File: config.mk
export PLATFORM = sky130hd
export DESIGN_NAME = acr_device_flat
export DESIGN_NICKNAME = d
export VERILOG_FILES = /design/src/shared/acr_pkg.sv /design/src/shared/acr_if.sv /design/src/hdl/acr_device.sv /design/src/flat_wrapper.sv
export VERILOG_INCLUDE_DIRS = /design/src /design/src/shared
export SDC_FILE = /design/constraint.sdc
export NUM_CORES = 1
export LEC_CHECK = 0
export BUFFER_PORTS_ARGS = -buffer_cell sky130_fd_sc_hd__buf_4
export CAP_MARGIN = 30
export CORE_UTILIZATION = 65
export CTS_CLUSTER_DIAMETER = 30
export DETAILED_ROUTE_END_ITERATION = 16
export PLACE_DENSITY = 0.85
export REMOVE_ABC_BUFFERS = 1
export SYNTH_ARGS = -nofsm -noshare
export SYNTH_HDL_FRONTEND = slang
export SYNTH_SLANG_ARGS = --single-unit
File: constraint.sdc
create_clock -name hclk -period 10.1 [get_ports hclk]
set_input_delay 1.515 -clock hclk [delete_from_list [all_inputs] [get_ports hclk]]
set_output_delay 1.515 -clock hclk [all_outputs]
set_load 0.01 [all_outputs]
File: src/shared/acr_params.svh
`ifndef ACR_PARAMS_SVH
`define ACR_PARAMS_SVH

// system clock and serial clock limit, in kHz
`define ACR_CLK_KHZ          10000
`define ACR_SCLK_MAX_KHZ     3000
// host half period of sclk in hclk cycles, rounded up so sclk stays at or below the limit
`define ACR_SCLK_HALF        ((`ACR_CLK_KHZ + 2 * `ACR_SCLK_MAX_KHZ - 1) / (2 * `ACR_SCLK_MAX_KHZ))

// modulator tick divider default (hclk cycles per modulator clock)
`define ACR_MOD_DIV_DEF      305

// device register addresses, low four bits of the communications byte
`define ACR_REG_STATUS       4'h0
`define ACR_REG_MODE         4'h1
`define ACR_REG_CONV         4'h2
`define ACR_REG_FILTER       4'h3
`define ACR_REG_DATA         4'h4
// communications byte: read request bit
`define ACR_COMM_RD_BIT      6

// mode register fields and reset value
`define ACR_MODE_SWAP_DIS    7
`define ACR_MODE_CHCOUNT     4
`define ACR_MODE_COMBUF      2
`define ACR_MODE_REFCHOICE   1
`define ACR_MODE_RESET       8'h00
// converter control register: channel select field, reset value
`define ACR_CONV_CH_HI       7
`define ACR_CONV_CH_LO       4
`define ACR_CONV_RESET       8'h00
// filter register reset value (decimation word 69)
`define ACR_FILTER_RESET     8'h45
// status register: ready flag position
`define ACR_STAT_RDY         7

// rate arithmetic
`define ACR_SWAP_MULT        5'h18
`define ACR_NOSWAP_MULT      5'h08
`define ACR_SF_MIN_SWAP      8'h0D
`define ACR_SF_MIN_NOSWAP    8'h03
`define ACR_CH_LIMIT_EIGHT   4'h8
`define ACR_CH_LIMIT_TEN     4'hA
// serial reset by ones, and conversions thrown away after a change
`define ACR_ONES_RESET       32
`define ACR_SETTLE_DISCARD   2'h1

// host register map on the AHB-Lite side
`define ACR_H_CTRL           32'h0000_0000
`define ACR_H_STATUS         32'h0000_0004
`define ACR_H_RDATA          32'h0000_0008
`define ACR_H_LEN_HI         25
`define ACR_H_LEN_LO         24
`define ACR_H_RESYNC         26
`define ACR_H_ST_BUSY        0
`define ACR_H_ST_READY       1

`endif

File: src/shared/acr_pkg.sv
`default_nettype none
package acr_pkg;
	// device serial states
	typedef enum logic [2:0] {
		ACR_S_COMM = 3'b001,
		ACR_S_WR   = 3'b010,
		ACR_S_RD   = 3'b100
	} acr_ser_t;
	// host serial master states
	typedef enum logic [2:0] {
		ACR_H_IDLE = 3'b001,
		ACR_H_LOW  = 3'b010,
		ACR_H_HIGH = 3'b100
	} acr_hst_t;
endpackage : acr_pkg
`default_nettype wire

File: src/shared/acr_if.sv
`timescale 1ns/1ps
`default_nettype none
interface acr_if;
	logic sclk;     // serial clock, idles high
	logic din;      // host to device data
	logic dout;     // device to host data
	logic dout_oe;  // device drives dout
	logic cs_n;     // frame select, active low
	logic rdy_n;    // result ready, active low
	modport device (input sclk, input din, input cs_n, output dout, output dout_oe, output rdy_n);
	modport host (output sclk, output din, output cs_n, input dout, input dout_oe, input rdy_n);
endinterface : acr_if
`default_nettype wire

File: src/hdl/acr_device.sv
// Notes on behaviour
// - count bit 0: eight inputs offered
// - count bit 1: ten inputs offered
// - eight inputs: reference choice picks reference
// - ten inputs: only reference one used
// - route channel from converter control bits
// - no new word until settling done
// - buffer bit clear: common input unbuffered
// - swap disable bit resets to zero
// - swap on: rate is modulator clock over 24*SF, 8*SF with swap off
// - swap on: rates 5.35 to 105.03 Hz
// - sinc3 plus sinc filter notch plan
// - SF 69 gives 19.8 Hz, 101 ms
// - serial words travel MSB first
// - host keeps sclk at most 3 MHz
// - host idles sclk high
// - host polls ready flag or pin
// - ready clears after read, reread allowed
// - 32 ones reset interface and registers
// - write named access follows comm byte directly
`timescale 1ns/1ps
`default_nettype none
`include "acr_params.svh"
module acr_device #(
	parameter int unsigned MOD_DIV = `ACR_MOD_DIV_DEF
) (
	// clock and reset
	input  wire logic        hclk,
	input  wire logic        hresetn,
	// serial link to host
	acr_if.device            link,
	// converter side
	input  wire logic [15:0] conv_sample,
	output logic      [3:0]  route_channel,
	output logic             route_valid,
	output logic             channel_count_select,
	output logic             use_reference_two,
	output logic             common_input_buffer_on,
	output logic             swap_enable,
	output logic      [7:0]  decimation_word,
	output logic             result_update
);
	import acr_pkg::*;

	// register length in bits for an address
	function automatic logic [4:0] reg_len(input logic [3:0] a);
		if (a == `ACR_REG_DATA) begin
			return 5'h10;
		end
		return 5'h08;
	endfunction : reg_len

	// decimation word clamped to the legal floor of the mode
	function automatic logic [7:0] eff_sf(input logic [7:0] sf, input logic swp);
		logic [7:0] lo;
		lo = swp ? `ACR_SF_MIN_SWAP : `ACR_SF_MIN_NOSWAP;
		return (sf < lo) ? lo : sf;
	endfunction : eff_sf

	// conversion period in modulator ticks
	function automatic logic [12:0] conv_period(input logic [7:0] sf, input logic swp);
		logic [4:0] mult;
		mult = swp ? `ACR_SWAP_MULT : `ACR_NOSWAP_MULT;
		return 13'(mult) * 13'(eff_sf(sf, swp));
	endfunction : conv_period

	acr_ser_t    state;       // serial state
	logic        sclk_q;      // sclk one cycle ago
	logic        rise;        // sclk rising edge seen
	logic        fall;        // sclk falling edge seen
	logic [4:0]  bit_cnt;     // bits taken in this field
	logic [15:0] in_sh;       // incoming shift register
	logic [15:0] out_sh;      // outgoing shift register
	logic [7:0]  byte_in;     // byte completed by the current bit
	logic [3:0]  acc_addr;    // address named by the last comm byte
	logic [4:0]  ones_cnt;    // consecutive ones on din
	logic        soft_rst;    // pulse after the ones sequence
	logic [7:0]  mode_reg;    // mode register
	logic [7:0]  conv_reg;    // converter control register
	logic [7:0]  filt_reg;    // filter register
	logic [15:0] data_reg;    // latest result
	logic        rdy;         // result not yet read
	logic [15:0] rd_word;     // left aligned read value
	logic        comm_done;   // comm byte finishes this cycle
	logic        field_done;  // data field finishes this cycle
	logic        cfg_write;   // a writable register is updated
	logic        data_read;   // data register read completes
	logic [15:0] mod_cnt;     // modulator tick divider
	logic        mod_tick;    // one modulator clock
	logic [12:0] conv_cnt;    // ticks into the conversion
	logic [1:0]  discard;     // conversions still settling
	logic        conv_done;   // valid conversion ends

	// edge detect; inputs are synchronous to hclk
	always_ff @(posedge hclk or negedge hresetn) begin
		if (!hresetn) begin
			sclk_q <= 1'b1;
		end else begin
			sclk_q <= link.sclk;
		end
	end
	assign rise = link.sclk & ~sclk_q;
	assign fall = ~link.sclk & sclk_q;

	// incoming byte, MSB first
	assign byte_in    = {in_sh[6:0], link.din};
	assign comm_done  = rise && !link.cs_n && (state == ACR_S_COMM) && (bit_cnt == 5'h07);
	assign field_done = rise && !link.cs_n && (state != ACR_S_COMM)
		&& (bit_cnt == reg_len(acc_addr) - 5'h01);
	assign cfg_write  = field_done && (state == ACR_S_WR) && !soft_rst;
	assign data_read  = field_done && (state == ACR_S_RD) && (acc_addr == `ACR_REG_DATA);

	// serial field sequencer
	always_ff @(posedge hclk or negedge hresetn) begin
		if (!hresetn) begin
			state    <= ACR_S_COMM;
			bit_cnt  <= 5'h00;
			in_sh    <= 16'h0000;
			acc_addr <= 4'h0;
		end else if (soft_rst) begin
			// back to waiting for a comm write
			state   <= ACR_S_COMM;
			bit_cnt <= 5'h00;
		end else if (link.cs_n) begin
			// frame dropped: restart the field count
			bit_cnt <= 5'h00;
		end else if (rise) begin
			in_sh <= {in_sh[14:0], link.din};
			if (comm_done) begin
				// next access set up at once, no gap needed
				bit_cnt  <= 5'h00;
				acc_addr <= byte_in[3:0];
				if (byte_in[`ACR_COMM_RD_BIT]) begin
					state <= ACR_S_RD;
				end else if (byte_in[3:0] == `ACR_REG_MODE || byte_in[3:0] == `ACR_REG_CONV
					|| byte_in[3:0] == `ACR_REG_FILTER) begin
					state <= ACR_S_WR;
				end else begin
					// read-only target: write ignored
					state <= ACR_S_COMM;
				end
			end else if (field_done) begin
				state   <= ACR_S_COMM;
				bit_cnt <= 5'h00;
			end else begin
				bit_cnt <= bit_cnt + 5'h01;
			end
		end
	end

	// ones counter for the interface reset
	always_ff @(posedge hclk or negedge hresetn) begin
		if (!hresetn) begin
			ones_cnt <= 5'h00;
			soft_rst <= 1'b0;
		end else begin
			soft_rst <= 1'b0;
			if (soft_rst) begin
				ones_cnt <= 5'h00;
			end else if (rise && !link.cs_n) begin
				if (!link.din) begin
					ones_cnt <= 5'h00;
				end else if (ones_cnt == 5'(`ACR_ONES_RESET - 1)) begin
					soft_rst <= 1'b1;
				end else begin
					ones_cnt <= ones_cnt + 5'h01;
				end
			end
		end
	end

	// read value mux, left aligned so the MSB leaves first
	always_comb begin
		rd_word = 16'h0000;
		if (byte_in[3:0] == `ACR_REG_STATUS) begin
			rd_word[15 - 7 + `ACR_STAT_RDY] = rdy;
		end else if (byte_in[3:0] == `ACR_REG_MODE) begin
			rd_word = {mode_reg, 8'h00};
		end else if (byte_in[3:0] == `ACR_REG_CONV) begin
			rd_word = {conv_reg, 8'h00};
		end else if (byte_in[3:0] == `ACR_REG_FILTER) begin
			rd_word = {filt_reg, 8'h00};
		end else if (byte_in[3:0] == `ACR_REG_DATA) begin
			rd_word = data_reg;
		end
	end

	// output shifter: loaded as the comm byte ends, shifted on falling sclk
	always_ff @(posedge hclk or negedge hresetn) begin
		if (!hresetn) begin
			out_sh    <= 16'h0000;
			link.dout <= 1'b1;
		end else if (comm_done) begin
			out_sh <= rd_word;
		end else if (fall && state == ACR_S_RD && !link.cs_n) begin
			link.dout <= out_sh[15];
			out_sh    <= {out_sh[14:0], 1'b0};
		end
	end
	// not full duplex: dout driven only in a read field
	assign link.dout_oe = (state == ACR_S_RD) && !link.cs_n;

	// configuration registers
	always_ff @(posedge hclk or negedge hresetn) begin
		if (!hresetn) begin
			mode_reg <= `ACR_MODE_RESET;
			conv_reg <= `ACR_CONV_RESET;
			filt_reg <= `ACR_FILTER_RESET;
		end else if (soft_rst) begin
			// every register back to its power-on value
			mode_reg <= `ACR_MODE_RESET;
			conv_reg <= `ACR_CONV_RESET;
			filt_reg <= `ACR_FILTER_RESET;
		end else if (cfg_write) begin
			if (acc_addr == `ACR_REG_MODE) begin
				mode_reg <= byte_in;
			end else if (acc_addr == `ACR_REG_CONV) begin
				conv_reg <= byte_in;
			end else if (acc_addr == `ACR_REG_FILTER) begin
				filt_reg <= byte_in;
			end
		end
	end

	// modulator clock from a divider on hclk
	always_ff @(posedge hclk or negedge hresetn) begin
		if (!hresetn) begin
			mod_cnt <= 16'h0000;
		end else if (mod_cnt == 16'(MOD_DIV - 1)) begin
			mod_cnt <= 16'h0000;
		end else begin
			mod_cnt <= mod_cnt + 16'h0001;
		end
	end
	assign mod_tick = (mod_cnt == 16'(MOD_DIV - 1));

	// conversion timing; any config write restarts and re-settles
	always_ff @(posedge hclk or negedge hresetn) begin
		if (!hresetn) begin
			conv_cnt <= 13'h0000;
			discard  <= `ACR_SETTLE_DISCARD;
		end else if (soft_rst || cfg_write) begin
			conv_cnt <= 13'h0000;
			discard  <= `ACR_SETTLE_DISCARD;
		end else if (mod_tick) begin
			if (conv_cnt == conv_period(filt_reg, swap_enable) - 13'h0001) begin
				// period is 24*SF ticks with swapping, 8*SF without
				conv_cnt <= 13'h0000;
				if (discard != 2'h0) begin
					discard <= discard - 2'h1;
				end
			end else begin
				conv_cnt <= conv_cnt + 13'h0001;
			end
		end
	end
	// SF clamp keeps the swap rate within 5.35..105.03 Hz at 32.768 kHz
	assign conv_done = mod_tick && !soft_rst && !cfg_write && (discard == 2'h0)
		&& (conv_cnt == conv_period(filt_reg, swap_enable) - 13'h0001);

	// result register and its update strobe
	always_ff @(posedge hclk or negedge hresetn) begin
		if (!hresetn) begin
			data_reg      <= 16'h0000;
			result_update <= 1'b0;
		end else begin
			result_update <= conv_done;
			if (soft_rst) begin
				data_reg <= 16'h0000;
			end else if (conv_done) begin
				data_reg <= conv_sample;
			end
		end
	end

	// ready flag: a new result wins over the read that clears it
	always_ff @(posedge hclk or negedge hresetn) begin
		if (!hresetn) begin
			rdy <= 1'b0;
		end else if (conv_done) begin
			rdy <= 1'b1;
		end else if (soft_rst || data_read) begin
			// a read leaves the data in place, so a second read still sees it
			rdy <= 1'b0;
		end
	end
	assign link.rdy_n = ~rdy;

	// analog routing controls
	assign channel_count_select = mode_reg[`ACR_MODE_CHCOUNT];
	assign route_channel        = conv_reg[`ACR_CONV_CH_HI:`ACR_CONV_CH_LO];
	// eight or ten inputs offered depending on the count bit
	assign route_valid = route_channel < (channel_count_select ? `ACR_CH_LIMIT_TEN
		: `ACR_CH_LIMIT_EIGHT);
	// ten-input mode forces reference one whatever the choice bit says
	assign use_reference_two = ~channel_count_select
		& mode_reg[`ACR_MODE_REFCHOICE];
	assign common_input_buffer_on = mode_reg[`ACR_MODE_COMBUF];
	// swap bit is active-high disable; the notch plan follows this mode
	assign swap_enable     = ~mode_reg[`ACR_MODE_SWAP_DIS];
	assign decimation_word = filt_reg;
endmodule : acr_device
`default_nettype wire

File: src/flat_wrapper.sv
// flat-port wrapper written by rule: the top's interface ports become plain ports
module acr_device_flat import acr_pkg::*;
#(
	parameter int unsigned MOD_DIV = `ACR_MOD_DIV_DEF
)
  (hclk, hresetn, conv_sample, route_channel, route_valid, channel_count_select, use_reference_two, common_input_buffer_on, swap_enable, decimation_word, result_update, link_sclk, link_din, link_cs_n, link_dout, link_dout_oe, link_rdy_n);
  acr_if link_i ();
  input  wire logic hclk;
  input  wire logic hresetn;
  input  wire logic [15:0] conv_sample;
  output logic      [3:0] route_channel;
  output logic route_valid;
  output logic channel_count_select;
  output logic use_reference_two;
  output logic common_input_buffer_on;
  output logic swap_enable;
  output logic      [7:0] decimation_word;
  output logic result_update;
  input wire logic [$bits(link_i.sclk)-1:0] link_sclk;
  input wire logic [$bits(link_i.din)-1:0] link_din;
  input wire logic [$bits(link_i.cs_n)-1:0] link_cs_n;
  output wire logic [$bits(link_i.dout)-1:0] link_dout;
  output wire logic [$bits(link_i.dout_oe)-1:0] link_dout_oe;
  output wire logic [$bits(link_i.rdy_n)-1:0] link_rdy_n;
  assign link_i.sclk = link_sclk;
  assign link_i.din = link_din;
  assign link_i.cs_n = link_cs_n;
  assign link_dout = link_i.dout;
  assign link_dout_oe = link_i.dout_oe;
  assign link_rdy_n = link_i.rdy_n;
  acr_device #(.MOD_DIV(MOD_DIV)) u_core (.hclk(hclk), .hresetn(hresetn), .link(link_i), .conv_sample(conv_sample), .route_channel(route_channel), .route_valid(route_valid), .channel_count_select(channel_count_select), .use_reference_two(use_reference_two), .common_input_buffer_on(common_input_buffer_on), .swap_enable(swap_enable), .decimation_word(decimation_word), .result_update(result_update));
endmodule
==> metrics.md, run 1 <==
| Metric | Value |
|---|---|
| I/O pins | 42 |
| Post-layout util | 76.90% |
| Initial Util | 67.16% |
| Finished Layout Cells | 813 |
| Max frequency | 159.7 MHz |
| DIE AREA | 10550 sq um |
| Reg2Reg Depth | 20 |
| WL final | 14920 microns |
| Global-route wire length before repair | 24010 microns |
| Critical Path End Type | flip-flop |
| Worst r2r src | u_core.mode_reg[7] |
| CP cell instances | clkinv_1, ha_1, a211oi_1, nor2_1, or2_1, nor2_1, a21oi_1, ha_1, inv_1, ha_1, ha_1, ha_1, inv_1, fa_1, xnor2_1, nor4_1, nand4_1, nor4_2, and4_1, mux2_2 |
| I/O Buffers | 41 |
| End of the critical path | u_core.data_reg[15] |
| Worst setup margin | 3838 ps |
| Mapped Cells | 635 |
| Slew Limit Fails | 0 |
| Post-synthesis sequential area ratio | 44.15% |
| Largest net degree at the start of global routing | 69 |
| Chip height | 102.7 microns |
| Synth Register Bits | 116 |
| Status | complete, no violations |
| Width of the die | 102.7 microns |
| Cell at the root of the clock tree | clkbuf_8 |
| Cell mode on critical path | ha_1 |
| Dpl ws | 3947 ps |
| Worst-case clock skew | 10.36 ps |
| Initial antenna violation count | 0 |
| Yosys cell types | 68 |
| Post-route ant nets | 0 |
| Final Hold Fails | 0 |
| CP Launch Point | u_core.mode_reg[7] |
| Vias/cell | 6.284 |
| Synthesized area | 6595 sq um |
| Arr. time, crit path | 6670 ps |
| R2r endpoint | u_core.data_reg[15] |
| 1st-pass router iterations | 9 |
| Tmin final | 6262 ps |
| Number of H-tree levels | 4 |
| # DRC | 0 |
| Syn-to-layout area delta | 14.49% |
| CTS tree | done |
| Period utilisation layout | 62.00% |
| YS warnings | 0 |
| Inserted Clock Buffers | 17 |
| Ant. Diodes | 0 |
| WP data required | 10500 ps |
| Slowest-stage cell, CP | and4_1 |
| Drt wl/cell | 18.35 microns |
| Total GRT Usage | 30.04% |
| CTS Sinks | 116 |
| Max-cap violation count | 0 |
| RSZ-0062 raised after global routing | false |
| CTS Buffer Depth | 2 |
| Setup TNS | 0 ps |
| Row cnt | 36 |
| Ys async rst share | 100.0% |
| Post-CTS setup buffer count | 0 |
| Hold WS | 488.3 ps |
| Pwr Density | 158.4 nW/um^2 |
| Number of synthesized flops with an enable pin | 0 |
| Core area | 9819 sq um |
| Worst Setup Path Type | reg -> reg |
| Total power | 1.196 mW |
| Largest stage delay, worst path | 890 ps |
| Post-route cell area | 7551 sq um |
| Total grt overflow | 0 |
| Worst Max-Slew Pin Slew | 1002 ps |
| Ys flop type | dfrtp_1 |
| CTS Hold Buffers Added | 0 |
| Share of cells above drive strength 1 | 21.03% |
| Setup-failing EPs final | 0 |
| Routability cong. | 0.8699 |
| Dpl cells | 781 |
| FF-to-FF setup slack | 3840 ps |
| Starting DRT DRC Count | 392 |
| Vias in the first global route | 4834 |
| CP max FO | 17 |
| Post-CTS sizing | 0 |
| Post-synthesis area per instance | 10.39 sq um |
| Reg clk slew, reported paths | 60 ps |
| Post-DP Area | 6939 sq um |
| # nets final | 727 |
| Maximum VDD drop | 0.0001229 V |
| Relative slew slack | 32.96% |
| Dpl hpwl | 9418 microns |
| Vias | 5109 |
| Hold Path Class | reg -> reg |
| Skew-Pair Late Insertion Delay | 520 ps |
| CP startpoint kind | flip-flop |
| Leak pwr | 3.791 nW |
| Fill cells | 633 |
-- synth_stat cells, types with 5 or more instances --
library cell	n	area share (%)
dfrtp_1	109	41
nor2_1	66	3.8
nand2_1	45	2.6
inv_1	39	2.2
ha_1	38	7.2
mux2_2	27	4.6
mux2i_1	26	3.9
nand3_1	21	1.6
nor2b_1	21	2.0
a22oi_1	20	2.3
clkbuf_1	20	1.1
xnor2_1	20	2.7
o21ai_0	18	1.4
a21oi_1	17	1.3
xor2_1	10	1.3
mux2_4	9	2.0
and3_1	8	0.76
a222oi_1	7	1.1
dfstp_2	7	2.8
nor3_1	7	0.53
o31ai_1	7	0.80
buf_2	5	0.38
buf_4	5	0.57
nor4_1	5	0.47
-- final cells by class --
class / count / area [sq um] / area share, %
flip-flops and latches: 116 / 2912 / 38.56
inverters: 40 / 150.1 / 1.988
multi-input cells: 447 / 3373 / 44.67
well taps: 133 / 166.4 / 2.204
clock buffers: 19 / 441.7 / 5.849
clock inverters: 13 / 170.2 / 2.254
repair buffers: 45 / 337.8 / 4.474
-- worst min path at each step --
stage	slack (ps)	end	cells past startpoint	start
2_1_floorplan	450	u_core.mod_cnt[15]	1	u_core.mod_cnt[15]
3_3_place_gp	470	u_core.mod_cnt[15]	1	u_core.mod_cnt[15]
3_5_place_dp	470	u_core.mod_cnt[15]	1	u_core.mod_cnt[15]
4_1_cts	490	u_core.out_sh[4]	2	u_core.out_sh[3]
5_1_grt	510	u_core.out_sh[2]	2	u_core.out_sh[1]
6_report	490	u_core.out_sh[4]	2	u_core.out_sh[3]
-- worst max-delay path: cells and delay by family (launching register included) --
| kind | cells | cell delay [ps] |
|---|---|---|
| flops | 1 | 440 |
| simple gates | 7 | 2510 |
| compound gates | 2 | 340 |
| xor+xnor | 1 | 140 |
| fa+ha+maj | 6 | 1890 |
| mux | 1 | 420 |
| buf+inv | 3 | 400 |
-- cells in the final DEF, fill, tap and decap left out, types with 18 or more instances in the layout --
master,n
dfrtp_1,109
nand3_1,21
xnor2_1,20
ha_1,38
nand2_1,45
mux2i_1,26
nor2b_1,21
nor2_1,66
mux2_2,27
a22oi_1,20
inv_1,39
buf_4,45
o21ai_0,18
-- power breakdown --
part	switching, mW	leakage (nW)	internal (mW)
clock	0.229	0.292	0.392
combinational	0.0322	1.94	0.0300
sequential	0.0321	1.55	0.480
total	0.293	3.79	0.902
-- layer usage --
metal  global-route usage, %  wire [microns]
met1                   39.60            6278
met2                   49.69            7448
met3                   5.695             813
met4                   11.16             378
met5                       0               0
-- cell families after synthesis --
group                    synth area share, %
AND/OR/NAND/NOR                        17.17
adder cells (fa/ha/maj)                7.513
XOR/XNOR                               3.984
AO/OA/AOI/OAI                          11.33
flip-flops                             44.15
buffers and inverters                  4.705
multiplexers                           11.16
Power figures use the tool's default switching activity.
==> run 2, diff against run 1 <==
Settings changed: CORE_UTILIZATION 65 to 61, PLACE_DENSITY 0.85 to 0.8.
Clock period 10.1 ns to 5.95 ns, I/O delays scaled along.
==> run 2 against run 1 <==
Compared with the run above:
- cell area grew 0.15%
- global-route usage shrank 2.6 points
- register-to-register slack lost 3500 ps
- setup slack lost 3500 ps
- flip-flop and latch count is the same
- non-clock buffer count grew 6
- critical path depth grew 1
- total power grew 62%
- clock power grew 55%
- first-iteration DRC count grew 1.3%
- sequential share of layout area shrank 0.057 points
- sequential power grew 70%
- critical endpoint is now u_core.data_reg[4]
==> metrics.md, run 2 (same netlist as run 1, synthesis figures left out) <==
| Metric | Value |
|---|---|
| Status | complete, no violations |
| Vias in the first global route | 4990 |
| CTS tree | done |
| I/O Buffers | 41 |
| Reg clk slew, reported paths | 60 ps |
| Max frequency | 178.6 MHz |
| CTS Sinks | 116 |
| # DRC | 0 |
| Setup TNS | 0 ps |
| CTS Buffer Depth | 2 |
| Vias | 4942 |
| Critical Path End Type | flip-flop |
| DIE AREA | 11230 sq um |
| Leak pwr | 3.797 nW |
| FF-to-FF setup slack | 350 ps |
| # nets final | 733 |
| Starting DRT DRC Count | 397 |
| Number of H-tree levels | 4 |
| Total grt overflow | 0 |
| Worst Max-Slew Pin Slew | 964.5 ps |
| Final Hold Fails | 0 |
| Chip height | 106.0 microns |
| Worst Setup Path Type | reg -> reg |
| Fill cells | 734 |
| Arr. time, crit path | 6000 ps |
| Vias/cell | 6.034 |
| WP data required | 6350 ps |
| CP max FO | 17 |
| Dpl hpwl | 9577 microns |
| Period utilisation layout | 94.11% |
| Setup-failing EPs final | 0 |
| Dpl cells | 786 |
| 1st-pass router iterations | 6 |
| Maximum VDD drop | 0.0002213 V |
| Cell at the root of the clock tree | clkbuf_8 |
| Finished Layout Cells | 819 |
| Drt wl/cell | 17.39 microns |
| Worst setup margin | 350.4 ps |
| Ant. Diodes | 0 |
| Total GRT Usage | 27.45% |
| Max-cap violation count | 0 |
| Share of cells above drive strength 1 | 21.52% |
| Slew Limit Fails | 0 |
| Syn-to-layout area delta | 14.67% |
| I/O pins | 42 |
| Relative slew slack | 35.47% |
| Initial antenna violation count | 0 |
| Core area | 10420 sq um |
| RSZ-0062 raised after global routing | false |
| Pwr Density | 256.3 nW/um^2 |
| CP Launch Point | u_core.mode_reg[7] |
| Row cnt | 37 |
| CTS Hold Buffers Added | 0 |
| Worst-case clock skew | 6.922 ps |
| Most frequent cells in the layout | dfrtp_1, nor2_1, buf_4 |
| CP startpoint kind | flip-flop |
| Dpl ws | 235.9 ps |
| Post-route ant nets | 0 |
| WL final | 14240 microns |
| Hold Path Class | in -> async |
| Commonest non-fill, non-tap cell in the layout | dfrtp_1 |
| Routability cong. | 0.8476 |
| Worst r2r src | u_core.mode_reg[7] |
| Inserted Clock Buffers | 17 |
| Largest net degree at the start of global routing | 68 |
| Global-route wire length before repair | 24100 microns |
| Tmin final | 5600 ps |
| Width of the die | 106.0 microns |
| Initial Util | 63.32% |
| Skew-Pair Late Insertion Delay | 520 ps |
| Hold WS | 467.9 ps |
| Total power | 1.938 mW |
==> run 2: routing by layer <==
layer	routed length, microns	global-route usage, %	part of all wire (%)	up-vias
li1	-	-	-	2331
met1	6268	35.74	44	2465
met2	7172	45.42	50	122
met3	589	6.009	4.1	24
met4	212	9.623	1.5	0
met5	0	0	0	-
==> run 2: worst max-delay path, stage by stage (launching register included) <==
cell and delay [ps]:
dfrtp_1 460, clkinvlp_4 190, ha_1 290, a211oi_1 250
nor2_1 120, or2_1 330, nor2_1 170, a21oi_1 60
ha_1 290, inv_1 40, ha_1 280, ha_1 290
ha_1 210, inv_1 70, fa_1 430, xnor2_1 140
nor4_1 280, nand4_1 260, nor4_4 400, and4_1 240
buf_4 300, mux2_2 380
==> run 2: path summary, 6_finish.rpt <==
path,to,cells past startpoint
max,u_core.data_reg[4],21
min,u_core.conv_cnt[8],1
max reg2reg,u_core.data_reg[4],21
max in group asynchronous,u_core.mode_reg[3],2
min reg2reg,u_core.mod_cnt[15],1
min in group hclk,u_core.mod_cnt[15],1
==> run 2: through the flow <==
step           utilization (%)  instance area [sq um]
4_1_cts                  72.19                   7520
6_report                 72.60                   7562
5_1_grt                  72.60                   7562
2_1_floorplan                -                   6435
3_5_place_dp             66.80                   6958
3_3_place_gp             66.80                   6958
==> run 2: area by class of cell <==
type                            count  area (sq um)  area share [%]
Clock buffer                       20         455.4           6.023
Clock inverter                      9         106.4           1.406
Inverter                           40         153.9           2.035
Multi-Input combinational cell    447          3382           44.72
Sequential cell                   116          2912           38.50
Tap cell                          136         170.2           2.250
Timing Repair Buffer               51         382.9           5.063
==> run 2: timing repair <==
item / CTS / global route
endpoints found under the hold margin: 0 / 0
gates resized for setup: 0 / 2
buffers inserted: 0 / 3
setup endpoints to repair: 0 / 16
==> run 2: power breakdown <==
group | total (mW) | internal, mW | switching (mW)
clock network | 0.965 | 0.619 | 0.347
registers | 0.870 | 0.816 | 0.0540
logic | 0.103 | 0.0508 | 0.0520
==> run 3, diff against run 2 <==
Settings changed: CORE_UTILIZATION 61 to 63, CTS_BUF_LIST set to sky130_fd_sc_hd__clkbuf_4, PLACE_DENSITY 0.8 to 0.82.
==> run 3 against run 2 <==
Compared with the run above:
- critical path depth increased by 1
- count of clock-buffer cells in the layout shrank 2
- non-clock buffer count is 2 lower
- wire length fell by 3.2%
- first-iteration DRC count fell by 6.5%
- setup slack improved by 48 ps
- maximum frequency up 0.87%
- critical path type unchanged
- critical endpoint is now u_core.conv_cnt[7]
==> metrics.md, run 3 (same netlist as run 1, synthesis figures left out) <==
| Metric | Value |
|---|---|
| Ant. Diodes | 0 |
| Dpl hpwl | 9765 microns |
| FF-to-FF setup slack | 400 ps |
| Cell at the root of the clock tree | clkbuf_4 |
| CTS Sinks | 116 |
| CP startpoint kind | flip-flop |
| Vias/cell | 6.098 |
| Commonest non-fill, non-tap cell in the layout | dfrtp_1 |
| Period utilisation layout | 93.30% |
| Worst-case clock skew | 22.44 ps |
| Final Hold Fails | 0 |
| # DRC | 0 |
| RSZ-0062 raised after global routing | false |
| Worst Setup Path Type | reg -> reg |
| CTS tree | done |
| Max-cap violation count | 0 |
| Arr. time, crit path | 5960 ps |
| Most frequent cells in the layout | dfrtp_1, nor2_1, buf_4 |
| Hold Path Class | in -> async |
| Number of H-tree levels | 4 |
| Setup-failing EPs final | 0 |
| Syn-to-layout area delta | 9.657% |
| Drt wl/cell | 16.87 microns |
| Post-route ant nets | 0 |
| CTS Buffer Depth | 2 |
| Relative slew slack | 29.60% |
| Tmin final | 5551 ps |
| Dpl ws | 331.4 ps |
| Width of the die | 104.3 microns |
| Vias in the first global route | 4917 |
| Worst setup margin | 398.7 ps |
| Total grt overflow | 0 |
| Worst Max-Slew Pin Slew | 1052 ps |
| Chip height | 104.3 microns |
| Leak pwr | 3.651 nW |
| Critical Path End Type | flip-flop |
| CP max FO | 10 |
| Skew-Pair Late Insertion Delay | 540 ps |
| Pwr Density | 204.4 nW/um^2 |
| Max frequency | 180.1 MHz |
| I/O pins | 42 |
| I/O Buffers | 41 |
| WL final | 13780 microns |
| Core area | 9955 sq um |
| Largest net degree at the start of global routing | 63 |
| Initial antenna violation count | 0 |
| Global-route wire length before repair | 23900 microns |
| Initial Util | 66.25% |
| WP data required | 6360 ps |
| Seq. cell area | 2912 sq um |
| Share of cells above drive strength 1 | 21.35% |
| Hold WS | 398.4 ps |
| # nets final | 731 |
| Total GRT Usage | 27.95% |
| DIE AREA | 10880 sq um |
| Setup TNS | 0 ps |
| Multi-input gate area | 3382 sq um |
| Maximum VDD drop | 0.0001465 V |
| Slew Limit Fails | 0 |
| Routability cong. | 0.8491 |
| Inserted Clock Buffers | 17 |
| 1st-pass router iterations | 5 |
| Fill cells | 695 |
| Reg clk slew, reported paths | 100 ps |
| Status | complete, no violations |
| Total power | 1.478 mW |
| CTS Hold Buffers Added | 0 |
| Starting DRT DRC Count | 371 |
| Vias | 4982 |
| Row cnt | 36 |
-- run 3: changes by cell type in the layout (fill, tap and decap cells not counted), moves of 2 or more --
cell	before	now
clkinv_1	0	2
clkbuf_4	0	18
clkinv_2	3	5
clkbuf_16	16	0
buf_4	51	48
clkinv_4	1	3
clkbuf_8	4	0
-- run 3: metrics by stage --
step,std cells,util (%),instance area (sq um)
2_1_floorplan,603,-,6435
3_3_place_gp,784,69.93,6962
3_5_place_dp,784,69.93,6962
4_1_cts,816,72.45,7212
5_1_grt,817,72.65,7232
6_report,817,72.65,7232
-- run 3: routing by layer --
layer	part of all wire, %	global-route usage, %	vias to the layer above
met5	0	0	-
met4	1.9	10.61	0
met3	6.2	6.516	26
met2	49	44.13	153
met1	43	37.45	2475
li1	-	-	2328
-- run 3: power by group --
group          total [mW]  switching (mW)  internal [mW]
logic               0.105          0.0537         0.0511
registers           0.865          0.0516          0.814
clock network       0.508           0.301          0.207
total                1.48           0.407           1.07
-- run 3: timing repair --
item	4_1_cts	5_1_grt
setup buffers	0	1
endpoints found under the hold margin	0	0
endpoints found under the setup margin	0	16
resized for setup	0	2
-- run 3: cell type report --
| cell class | instances | share of cell area (%) |
|---|---|---|
| clock buffer | 18 | 1.869 |
| sequential | 116 | 40.26 |
| inverter | 40 | 2.076 |
| tap | 133 | 2.301 |
| timing repair buffer | 49 | 5.138 |
| clock inverter | 14 | 1.592 |
| multi-input combinational | 447 | 46.76 |
-- run 3: worst paths after layout --
check	start	end	cells after the start
min in group hclk	u_core.mod_cnt[15]	u_core.mod_cnt[15]	1
worst min-delay path	hresetn	u_core.in_sh[3]	1
max in group asynchronous	hresetn	u_core.mod_cnt[11]	2
worst max-delay path	u_core.mode_reg[7]	u_core.conv_cnt[7]	22
worst min register to register	u_core.mod_cnt[15]	u_core.mod_cnt[15]	1
worst max register to register	u_core.mode_reg[7]	u_core.conv_cnt[7]	22
-- run 3: worst max-delay path, stage by stage, from the launching register on --
cell      delay, ps
dfrtp_1         440
clkinv_1        140
ha_1            300
a211oi_1        270
nor2_1          120
or2_1           330
nor2_1          170
a21oi_1          60
ha_1            280
inv_1            40
ha_1            280
ha_1            290
ha_1            210
inv_1            70
fa_1            430
xnor2_1         140
nor4_1          370
nand4_1         230
buf_4           200
o41ai_2         310
buf_4           220
or2_1           370
o311ai_2        140
